### src/logic/rmsl_pkg.sv
package rmsl_pkg;

    // data bus width and mode select line positions
    localparam int DATA_W        = 16;
    localparam int BOOT_W_BIT    = 0;
    localparam int GRP0_BIT      = 1;
    localparam int GRP1_BIT      = 2;
    localparam int ADDR_LO_BIT   = 3;
    localparam int ADDR_HI_BIT   = 7;
    localparam int NUM_ADDR_CS   = ADDR_HI_BIT - ADDR_LO_BIT + 1;
    localparam int CTRL_PORT_BIT = 8;
    localparam int IRQ_PORT_BIT  = 9;
    localparam int TEST_BIT      = 11;

    // reset pin timing, in system clock output cycles
    localparam int DRIVE_CYCLES     = 512;
    localparam int FLOAT_CYCLES     = 10;
    localparam int FIRST_BUS_CYCLES = 10;
    localparam int CNT_W            = 10;
    localparam logic [CNT_W-1:0] DRIVE_LAST = CNT_W'(DRIVE_CYCLES - 1);
    localparam logic [CNT_W-1:0] FLOAT_LAST = CNT_W'(FLOAT_CYCLES - 1);
    localparam logic [CNT_W-1:0] BUS_LAST   = CNT_W'(FIRST_BUS_CYCLES - 1);
    localparam logic [CNT_W-1:0] CNT_ZERO   = 10'h000;

    // reset values
    localparam logic [DATA_W-1:0]      DATA_PULLUP_ALL = 16'hffff;
    localparam logic [23:0]            RESET_VECTOR_ADDR = 24'h000000;
    localparam logic [2:0]             FC_SUPER_PROGRAM  = 3'h6;
    localparam logic [NUM_ADDR_CS-1:0] ADDR_EN_NONE      = 5'h00;

    typedef enum logic [2:0] {
        ST_DRIVE = 3'h1,
        ST_FLOAT = 3'h2,
        ST_RUN   = 3'h4
    } rmsl_state_type;

endpackage

### src/logic/rmsl_sync3.sv
// three-stage synchroniser; output moves only when stages two and three agree
module rmsl_sync3 #(
    parameter int               W       = 1,
    parameter logic [W-1:0]     RST_VAL = '1
) (
    // clock and reset
    input  wire logic         mclk,
    input  wire logic         rstn,
    // pin side
    input  wire logic [W-1:0] async_in,
    // clock side
    output logic      [W-1:0] sync_out
);
    typedef struct packed {
        logic [W-1:0] s1;
        logic [W-1:0] s2;
        logic [W-1:0] s3;
        logic [W-1:0] val;
    } rmsl_sync_type;

    rmsl_sync_type sync_reg;
    rmsl_sync_type sync_next;

    always_comb begin
        sync_next     = sync_reg;
        sync_next.s1  = async_in;
        sync_next.s2  = sync_reg.s1;
        sync_next.s3  = sync_reg.s2;
        // per bit: a change counts only once it is seen twice
        sync_next.val = (sync_reg.s2 & sync_reg.s3) | (sync_reg.val & (sync_reg.s2 | sync_reg.s3));
    end

    always_ff @(posedge mclk or negedge rstn) begin
        if (!rstn) begin
            sync_reg <= {RST_VAL, RST_VAL, RST_VAL, RST_VAL};
        end else begin
            sync_reg <= sync_next;
        end
    end

    assign sync_out = sync_reg.val;
endmodule

### src/logic/rmsl_mode_latch.sv
// Summary of operation
// weak pull-up on every data line
// partner releases data bus before first cycle
// boot chip select active at reset release
// vectors fetched from address zero, supervisor program
// boot line low 8-bit, high 16-bit
// two lines pick chip select group functions
// lines 3-7 low turn selects into address
// control line low gives port E
// interrupt line low gives port F
// test line picks factory test mode
// clock pin high synthesizer, low external clock
// partner drives clock pin actively in reset
// breakpoint low at release sets debug flag
// both high gives breakpoint exception later
// module pins come out as inputs
// pins inactive while reset asserted
// after release inputs float, outputs run
// drive 512, float ten, test, repeat
// samples held until next reset
module rmsl_mode_latch
    import rmsl_pkg::*;
(
    // clock and reset
    input  wire logic                   mclk,
    input  wire logic                   rstn,
    // mode select pins
    input  wire logic [DATA_W-1:0]      data_in,
    output logic      [DATA_W-1:0]      data_pullup_en,
    input  wire logic                   clock_source_select_pin,
    input  wire logic                   breakpoint_request_ext_n,
    input  wire logic                   breakpoint_request_int_n,
    // bidirectional reset pin
    input  wire logic                   reset_pin_in,
    output logic                        reset_pin_out,
    output logic                        reset_pin_oe,
    // captured configuration
    output logic                        boot_port_16bit,
    output logic                        cs_group0_alt,
    output logic                        cs_group1_alt,
    output logic      [NUM_ADDR_CS-1:0] cs_as_address,
    output logic                        control_pins_port_e,
    output logic                        irq_pins_port_f,
    output logic                        test_mode,
    output logic                        clock_from_synth,
    output logic                        background_debug_mode,
    // pin and module state
    output logic                        boot_chip_select_n,
    output logic                        integ_pins_drive_en,
    output logic                        module_pin_func_en,
    output logic                        module_port_dir_out,
    // reset exception and breakpoints
    output logic                        first_bus_cycle_ok,
    output logic                        vector_fetch_req,
    output logic      [23:0]            vector_addr,
    output logic      [2:0]             vector_fc,
    output logic                        debug_entry,
    output logic                        brk_exception
);
    typedef struct packed {
        rmsl_state_type         st;
        logic [CNT_W-1:0]       cnt;
        logic                   active;
        logic                   bus_ok;
        logic                   boot16;
        logic                   grp0;
        logic                   grp1;
        logic [NUM_ADDR_CS-1:0] addr_en;
        logic                   porte;
        logic                   portf;
        logic                   test;
        logic                   synth;
        logic                   dbg;
        logic                   bk_prev;
        logic                   vec_pulse;
        logic                   dbg_pulse;
        logic                   exc_pulse;
    } rmsl_latch_type;

    rmsl_latch_type r_reg;
    rmsl_latch_type r_next;

    logic [DATA_W-1:0] data_f;
    logic              clk_sel_f;
    logic              bk_ext_f;
    logic              rst_f;
    logic              bk_now;
    logic              release_now;

    // pins default high so an undriven line reads as the default option
    rmsl_sync3 #(.W(DATA_W), .RST_VAL(DATA_PULLUP_ALL)) u_sync_data (
        .mclk     (mclk),
        .rstn     (rstn),
        .async_in (data_in),
        .sync_out (data_f)
    );

    rmsl_sync3 #(.W(3), .RST_VAL(3'h7)) u_sync_ctl (
        .mclk     (mclk),
        .rstn     (rstn),
        .async_in ({clock_source_select_pin, breakpoint_request_ext_n, reset_pin_in}),
        .sync_out ({clk_sel_f, bk_ext_f, rst_f})
    );

    // chip select k (6 + i) is an address line if any line i+3..7 is low
    function automatic logic [NUM_ADDR_CS-1:0] addr_map(input logic [DATA_W-1:0] d);
        logic [NUM_ADDR_CS-1:0] m;
        m = ADDR_EN_NONE;
        for (int i = 0; i < NUM_ADDR_CS; i++) begin
            for (int j = i; j < NUM_ADDR_CS; j++) begin
                m[i] = m[i] | ~d[ADDR_LO_BIT + j];
            end
        end
        return m;
    endfunction

    assign bk_now      = ~(breakpoint_request_int_n & bk_ext_f);
    assign release_now = (r_reg.st == ST_FLOAT) && (r_reg.cnt == FLOAT_LAST) && rst_f;

    always_comb begin
        r_next           = r_reg;
        r_next.cnt       = r_reg.cnt + 10'h001;
        r_next.vec_pulse = 1'b0;
        r_next.dbg_pulse = 1'b0;
        r_next.exc_pulse = 1'b0;
        r_next.bk_prev   = bk_now;
        case (r_reg.st)
            ST_DRIVE: begin
                if (r_reg.cnt == DRIVE_LAST) begin
                    r_next.st  = ST_FLOAT;
                    r_next.cnt = CNT_ZERO;
                end
            end
            ST_FLOAT: begin
                if (r_reg.cnt == FLOAT_LAST) begin
                    r_next.cnt = CNT_ZERO;
                    if (rst_f) begin
                        // capture once; nothing below touches these until the next reset
                        r_next.st      = ST_RUN;
                        r_next.active  = 1'b1;
                        r_next.boot16  = data_f[BOOT_W_BIT];
                        r_next.grp0    = ~data_f[GRP0_BIT];
                        r_next.grp1    = ~data_f[GRP1_BIT];
                        r_next.addr_en = addr_map(data_f);
                        r_next.porte   = ~data_f[CTRL_PORT_BIT];
                        r_next.portf   = ~data_f[IRQ_PORT_BIT];
                        r_next.test    = ~data_f[TEST_BIT];
                        r_next.synth   = clk_sel_f;
                        r_next.dbg     = bk_now;
                    end else begin
                        r_next.st = ST_DRIVE;
                    end
                end
            end
            ST_RUN: begin
                if (!r_reg.bus_ok && r_reg.cnt == BUS_LAST) begin
                    r_next.bus_ok    = 1'b1;
                    r_next.vec_pulse = 1'b1;
                end
                if (r_reg.bus_ok) begin
                    r_next.cnt = r_reg.cnt;
                end
                if (bk_now && !r_reg.bk_prev) begin
                    r_next.dbg_pulse = r_reg.dbg;
                    r_next.exc_pulse = ~r_reg.dbg;
                end
                // external reset: back to driving the pin, pins inactive again
                if (!rst_f) begin
                    r_next.st     = ST_DRIVE;
                    r_next.cnt    = CNT_ZERO;
                    r_next.active = 1'b0;
                    r_next.bus_ok = 1'b0;
                    // no pulse may leave once the pin is seen low
                    r_next.vec_pulse = 1'b0;
                    r_next.dbg_pulse = 1'b0;
                    r_next.exc_pulse = 1'b0;
                end
            end
            default: begin
                r_next.st  = ST_DRIVE;
                r_next.cnt = CNT_ZERO;
            end
        endcase
    end

    always_ff @(posedge mclk or negedge rstn) begin
        if (!rstn) begin
            r_reg <= '{st: ST_DRIVE, cnt: CNT_ZERO, boot16: 1'b1, synth: 1'b1, addr_en: ADDR_EN_NONE,
                       bk_prev: 1'b1, default: 1'b0};
        end else begin
            r_reg <= r_next;
        end
    end

    assign data_pullup_en        = DATA_PULLUP_ALL;
    assign reset_pin_out         = 1'b0;
    assign reset_pin_oe          = (r_reg.st == ST_DRIVE);
    assign boot_port_16bit       = r_reg.boot16;
    assign cs_group0_alt         = r_reg.grp0;
    assign cs_group1_alt         = r_reg.grp1;
    assign cs_as_address         = r_reg.addr_en;
    assign control_pins_port_e   = r_reg.porte;
    assign irq_pins_port_f       = r_reg.portf;
    assign test_mode             = r_reg.test;
    assign clock_from_synth      = r_reg.synth;
    assign background_debug_mode = r_reg.dbg;
    assign boot_chip_select_n    = ~r_reg.active;
    assign integ_pins_drive_en   = r_reg.active;
    // module pins: function off, direction input; other logic may change them later
    assign module_pin_func_en    = 1'b0;
    assign module_port_dir_out   = 1'b0;
    assign first_bus_cycle_ok    = r_reg.bus_ok;
    assign vector_fetch_req      = r_reg.vec_pulse;
    assign vector_addr           = RESET_VECTOR_ADDR;
    assign vector_fc             = FC_SUPER_PROGRAM;
    assign debug_entry           = r_reg.dbg_pulse;
    assign brk_exception         = r_reg.exc_pulse;
endmodule

### config.mk
export PLATFORM = sky130hd
export DESIGN_NAME = rmsl_mode_latch
export DESIGN_NICKNAME = d
export VERILOG_FILES = /design/src/logic/rmsl_pkg.sv /design/src/logic/rmsl_sync3.sv /design/src/logic/rmsl_mode_latch.sv
export SDC_FILE = /design/constraint.sdc
export NUM_CORES = 1
export LEC_CHECK = 0
export BUFFER_PORTS_ARGS = -buffer_cell sky130_fd_sc_hd__buf_2
export CORE_ASPECT_RATIO = 0.8
export CORE_UTILIZATION = 47
export DETAILED_ROUTE_END_ITERATION = 10
export PLACE_DENSITY = 0.75
export SLEW_MARGIN = 25
export SYNTH_ARGS = -nofsm -noshare
export SYNTH_HDL_FRONTEND = slang
export SYNTH_SLANG_ARGS = --single-unit
### constraint.sdc
create_clock -name mclk -period 1.5 [get_ports mclk]
set_input_delay 0.225 -clock mclk [delete_from_list [all_inputs] [get_ports mclk]]
set_output_delay 0.225 -clock mclk [all_outputs]
set_load 0.01 [all_outputs]
# After elaboration in Yosys (flattened, before gate mapping)
# Index checks and enable logic that the tools add are counted.
# totals
regBits	108
in_bits	22
output_inout_bits	66
# op_classes
addsub	1
eq_ne	11
n_mux	13
n_bitwise	32
reduce_logical	9
# op_table
operator	count
case mux 13 bit (3 select lines)	1
AND 16 bit	2
OR 16 bit	2
two-way mux 15 bit	1
two-way mux 14 bit	1
two-way mux 13 bit	1
inverter 1 bit	13
adder 10 x 1 -> 10 bit, second input constant	1
equality test 10 x 4 -> 1 bit, second input constant	1
equality test 10 x 9 -> 1 bit, second input constant	1
two-way mux 10 bit	1
OR 1 bit	10
two-way mux 3 bit	3
AND 3 bit	2
!= test 2 x 1 -> 1 bit, second input constant	3
OR 3 bit	2
AND reduction 3 bit	2
!= test 2 bit, second input constant	2
AND reduction 4 bit	1
equality test 3 x 1 -> 1 bit, second input constant	1
equality test 3 x 2 -> 1 bit, second input constant	1
equality test 3 bit, second input constant	1
two-way mux 1 bit	3
!= test 3 bit, second input constant	1
7 further kinds	9

# Longest topological paths before layout
# depth
ltp_word	6
depth_mapped	7
ltp_nobuf	6

# Cells and area by module
# Synthesis repeated with hierarchy kept, for this count alone.
# hier_totals
cells_unflattened	306
hier_area_um2	4207.8
# modules_own_cells
module	instances	cells_each	area_per_inst_um2
rmsl_sync3 (u_sync_data)	1	96	1981.9
rmsl_mode_latch	1	192	1854.3
rmsl_sync3 (u_sync_ctl)	1	18	371.6

# Worst setup path before layout
# No wires, ideal clock.
# synth_path
path_kind	reg2reg
startpoint	register u_sync_ctl.sync_reg (netlist bit u_sync_ctl.sync_out[0])
endpoint	register r_reg[21] (netlist bit)
setup_time_ns	0.134
arrival_ns	1.481
required_ns	1.366
setup_slack_ns	-0.115
stages_incl_launch_ff	7
n_path_buf	2
period_less_slack_ns	1.615
cell_sequence	dfstp_2 > nor4bb_1 > buf_2 > buf_2 > a21boi_0 > xnor2_1 > nor2_1
# synth_via
elab_chain_cells	2
elab_cells_between_ends	3
# synth_rtl
element	line_no	rtl
start: declaration	rmsl_sync3.sv:21	rmsl_sync_type sync_reg;
start signal: assignment	rmsl_sync3.sv:35	sync_reg <= {RST_VAL, RST_VAL, RST_VAL, RST_VAL};
start signal: assignment	rmsl_sync3.sv:37	sync_reg <= sync_next;
two-way mux 15 bit	rmsl_mode_latch.sv:168	if (!rst_f) begin
case mux 13 bit (3 select lines)	rmsl_mode_latch.sv:127	case (r_reg.st)
end signal: assignment	rmsl_mode_latch.sv:188	r_reg <= '{st: ST_DRIVE, cnt: CNT_ZERO, boot16: 1'b1, synth: 1'b1, addr_en: ADDR_EN_NONE,
end signal: assignment	rmsl_mode_latch.sv:191	r_reg <= r_next;
end: declaration	rmsl_mode_latch.sv:80	rmsl_latch_type r_reg;
# Several ways; a longest one is shown, not always the timed one. The select of a mux whose other input is x is not followed.
# A chain may end at the register's enable or synchronous reset.

# Final worst setup path
# layout_path
startpoint	register r_reg[20] (netlist bit)
endpoint	register r_reg (netlist bit background_debug_mode)
# layout_via
elab_chain_cells	2
# layout_rtl
element	line_no	rtl
equality test 10 x 4 -> 1 bit	rmsl_mode_latch.sv:135	if (r_reg.cnt == FLOAT_LAST) begin
AND reduction 3 bit (no line)	-	
# No other way between the ends.

==> run summary <==
WORST SETUP PATH
-----------------------------------------------------------------------------------------------
Worst-case register-to-register setup slack                                            -0.23 ns
Startpoint-to-endpoint class of the critical path                                  register to register
Required arrival time at the worst endpoint                                             1.74 ns
Category of the worst setup path launch point                                          register
Ordered cell list for the critical path                                            inv_1, ha_2, and3b_2, nand4_1, buf_6, buf_12, mux2_2
Maximum cell stage delay along the critical path                                        0.43 ns
Top fanout value on the critical path                                                         6
Worst-path cell with the longest stage delay                                            dfrtp_1
Critical R2R Launch                                                                   r_reg[20]
R2r worst-path depth                                                                          7
Reg2Reg Capture Point                                                              background_debug_mode
Crit end category                                                                      register
Data arrival time of the worst path                                                     1.96 ns

TIMING
-----------------------------------------------------------------------------------------------
Minimum period implied by the final worst setup slack                                  1.725 ns
Maximum clock frequency                                                              0.5797 GHz
Final Hold Vio Count                                                                          0
Sum Neg Setup Slack                                                                   -3.903 ns
Worst clock skew                                                                     0.01136 ns
Tcrit/Tclk final                                                                         115.0%
Final Setup Violations                                                                       29
Total count of max-transition violations in the final report                                  0
Final setup slack of the worst path                                                  -0.2252 ns
Unrepaired setup endpoints after global routing                                             yes

GRT
-----------------------------------------------------------------------------------------------
Vias in the first global route                                                             2065
Overflow left after global routing                                                            0
First-pass GRT wire length                                                              9963 µm
Pin count of the biggest net entering global routing                                         89
Initial antenna violation count                                                               0
Total routing resource utilization after global routing                                  17.16%

POWER AND IR DROP
-----------------------------------------------------------------------------------------------
Fraction of power consumed by sequential logic                                            59.1%
Sw frac                                                                                  22.32%
Switching pwr                                                                         0.9847 mW
Static leakage power                                                                   2.043 nW
Share of power burned in combinational logic                                               4.8%
VDD IR max                                                                          0.0009557 V
Power Density                                                                      967.9 nW/µm²
Cell Int Power                                                                         3.427 mW
Clock network fraction of design power                                                    36.1%
Total Power                                                                            4.412 mW

PLACE
-----------------------------------------------------------------------------------------------
Global placer's final weighted congestion                                                0.8294
HPWL after detailed placement                                                           3687 µm
Number of input and output port buffers inserted                                             36
Post-place instance area                                                               3855 µm²
Pre-CTS worst setup slack                                                            -0.1624 ns
Number of placed cells counting well taps                                                   406

ROUTING
-----------------------------------------------------------------------------------------------
Sum of routed wire length over all layers                                               7118 µm
Number of vias after detailed routing                                                      2231
Remaining antenna violation count                                                             0
Router iterations before antenna repair                                                       4
Average detailed-routed wire length per instance                                       15.85 µm
Vias per std cell                                                                         4.969
DRC violation count after routing                                                             0
Initial detailed-routing violation count                                                    177

WORST HOLD PATH
-----------------------------------------------------------------------------------------------
Type of the most critical hold path                                                primary input to register
Hold path startpoint                                                               breakpoint_request_int_n
End point of the most critical hold path                                               r_reg[3]
Hold Path Depth                                                                               2

FINISH
-----------------------------------------------------------------------------------------------
Commonest non-fill, non-tap cells in the layout                                    60 x dfstp_2, 46 x conb_1, 34 x buf_2, 32 x buf_4, 23 x dfrtp_1
Signed area change from the synthesized netlist to the final layout                      29.41%
Number of nets in the final layout                                                          381
Number of flip-flops under the largest register name                                         22
Post-Layout Inst Area                                                                  4558 µm²
Share of final-layout standard cells stronger than drive strength 1                      54.42%
Post-layout instance count excluding filler cells                                           449
# diodes                                                                                      0
Most common library cell in the layout ignoring fill and taps                           dfstp_2

CLOCK NETWORK
-----------------------------------------------------------------------------------------------
Clock input transition at the sequential cells of the worst setup and hold paths        0.08 ns
Number of clock sinks                                                                        88
Buffer depth of the longest clock path                                                        2
Cell at the root of the clock tree                                                     clkbuf_8
TritonCTS Buffers                                                                             9
Clock network latency to the later pin of the worst-skew pair                           0.35 ns
Number of levels in the clock H-tree                                                          3
Clock tree from TritonCTS                                                                   yes

SYNTHESIS
-----------------------------------------------------------------------------------------------
Number of enable-type register cells in the synthesized netlist                               0
Number of distinct library cells after synthesis                                             48
Gate count after technology mapping                                                         267
Fraction of registers with async set or reset after synthesis                            100.0%
Post-synth design cell area                                                            3522 µm²
Synth warnings                                                                                0
Dominant register cell in the synthesized netlist                                       dfstp_2
Share of the yosys chip area belonging to registers                                      64.65%
Avg Inst Size Synth                                                                   13.19 µm²
Number of register bits inferred by synthesis                                                88

DIE
-----------------------------------------------------------------------------------------------
Horiz. Die Dim                                                                         98.79 µm
IO Count                                                                                     88
Die Footprint                                                                          7846 µm²
Height of the die                                                                      79.43 µm
Number of placement rows                                                                     27
Starting Density                                                                         49.88%
Total core area                                                                        7061 µm²

RUN STATUS
-----------------------------------------------------------------------------------------------
Violations in the final reports                                                    setup timing
Status                                                                             complete, but fails checks

FLOW RUN
-----------------------------------------------------------------------------------------------
Number of maximum-capacitance constraint violations                                           0

==> cells in the mapped netlist (2+ instances only) <==
library cell | n | share of area [%]
a21oi_1 | 7 | 0.99
dfrtp_1 | 28 | 20
maj3_1 | 14 | 4.0
mux2_2 | 3 | 0.96
o21ai_1 | 8 | 1.1
conb_1 | 2 | 0.21
nand3_1 | 3 | 0.43
a31oi_1 | 2 | 0.36
nand4_1 | 3 | 0.53
inv_1 | 6 | 0.64
nor3b_1 | 2 | 0.43
nand2_1 | 18 | 1.9
nor2_1 | 9 | 0.96
buf_4 | 51 | 11
ha_1 | 2 | 0.71
and3_1 | 5 | 0.89
nor4bb_1 | 2 | 0.57
clkbuf_1 | 2 | 0.21
a21o_1 | 3 | 0.64
nand2b_1 | 2 | 0.36
buf_2 | 3 | 0.43
dfstp_2 | 60 | 45
xnor2_1 | 5 | 1.2
o31ai_1 | 3 | 0.64
==> through the flow <==
step	hold WS, ns	util [%]
final	0.03724	64.56
after floorplan	-0.07059	-
after global placement	0.2899	54.60
after CTS	0.02164	61.53
after detailed placement	0.2890	54.60
after global routing	0.04913	64.56
==> cell families (layout without fill, tap and decap cells) <==
family | after synthesis | after routing | synth area share [%]
adder cells (fa/ha/maj) | 16 | 16 | 4.689
other | 2 | 46 | 0.2132
XOR/XNOR | 5 | 5 | 1.243
AO/OA/AOI/OAI | 38 | 38 | 7.709
buffers and inverters | 62 | 113 | 12.15
AND/OR/NAND/NOR | 53 | 53 | 8.383
flip-flops | 88 | 88 | 64.65
multiplexers | 3 | 3 | 0.9591
==> worst max-delay path, delay by kind of cell (launching register included) <==
| kind | cells | cell delay (ns) |
|---|---|---|
| flops | 1 | 0.43 |
| simple gates | 2 | 0.36 |
| buf+inv | 3 | 0.35 |
| mux | 1 | 0.32 |
| fa+ha+maj | 1 | 0.16 |
==> repair_timing <==
item / 4_1_cts / 5_1_grt
hold buffers: 15 / 0
pin swaps: 10 / 17
buffers inserted: 4 / 5
resized for setup: 16 / 33
endpoints found under the hold margin: 42 / 0
setup endpoints to repair: 24 / 29
cloned: 1 / 2
==> layer usage <==
layer / vias to the layer above / share of wire (%) / wire [µm] / GRT usage, %
met2: 81 / 51 / 3630 / 26.99
met4: 0 / 1.5 / 105 / 6.418
met1: 1143 / 42 / 3013 / 22.21
li1: 999 / - / - / -
met5: - / 0 / 0 / 0
met3: 8 / 5.2 / 368 / 5.779
==> worst max path at each step <==
stage          startpoint                    end  slack [ns]  cells after the start
4_1_cts         r_reg[29]           reset_pin_oe       -0.18                      4
6_report        r_reg[20]  background_debug_mode       -0.23                      7
3_3_place_gp    r_reg[29]              r_reg[27]       -0.12                      6
3_5_place_dp    r_reg[29]              r_reg[27]       -0.16                      6
5_1_grt         r_reg[20]  background_debug_mode       -0.29                      7
2_1_floorplan   r_reg[26]       cs_as_address[0]       -0.03                      4
==> power groups by stage <==
stage / sequential, mW / combinational [mW] / clock (mW)
floorplan: 2.62 / 0.180 / 0
global placement: 2.63 / 0.170 / 0
detailed placement: 2.63 / 0.173 / 0
CTS: 2.60 / 0.205 / 1.64
global route: 2.62 / 0.241 / 1.73
finish: 2.61 / 0.213 / 1.59
==> final cells by class <==
cell class / instances / area (µm²)
clock buffers: 13 / 180.2
clock inverters: 3 / 20.02
fillers: 490 / 2502
inverters: 6 / 22.52
multi-input cells: 161 / 1225
flip-flops and latches: 88 / 2283
well taps: 87 / 108.9
repair buffers: 91 / 718.2
Power figures use the tool's default switching activity.
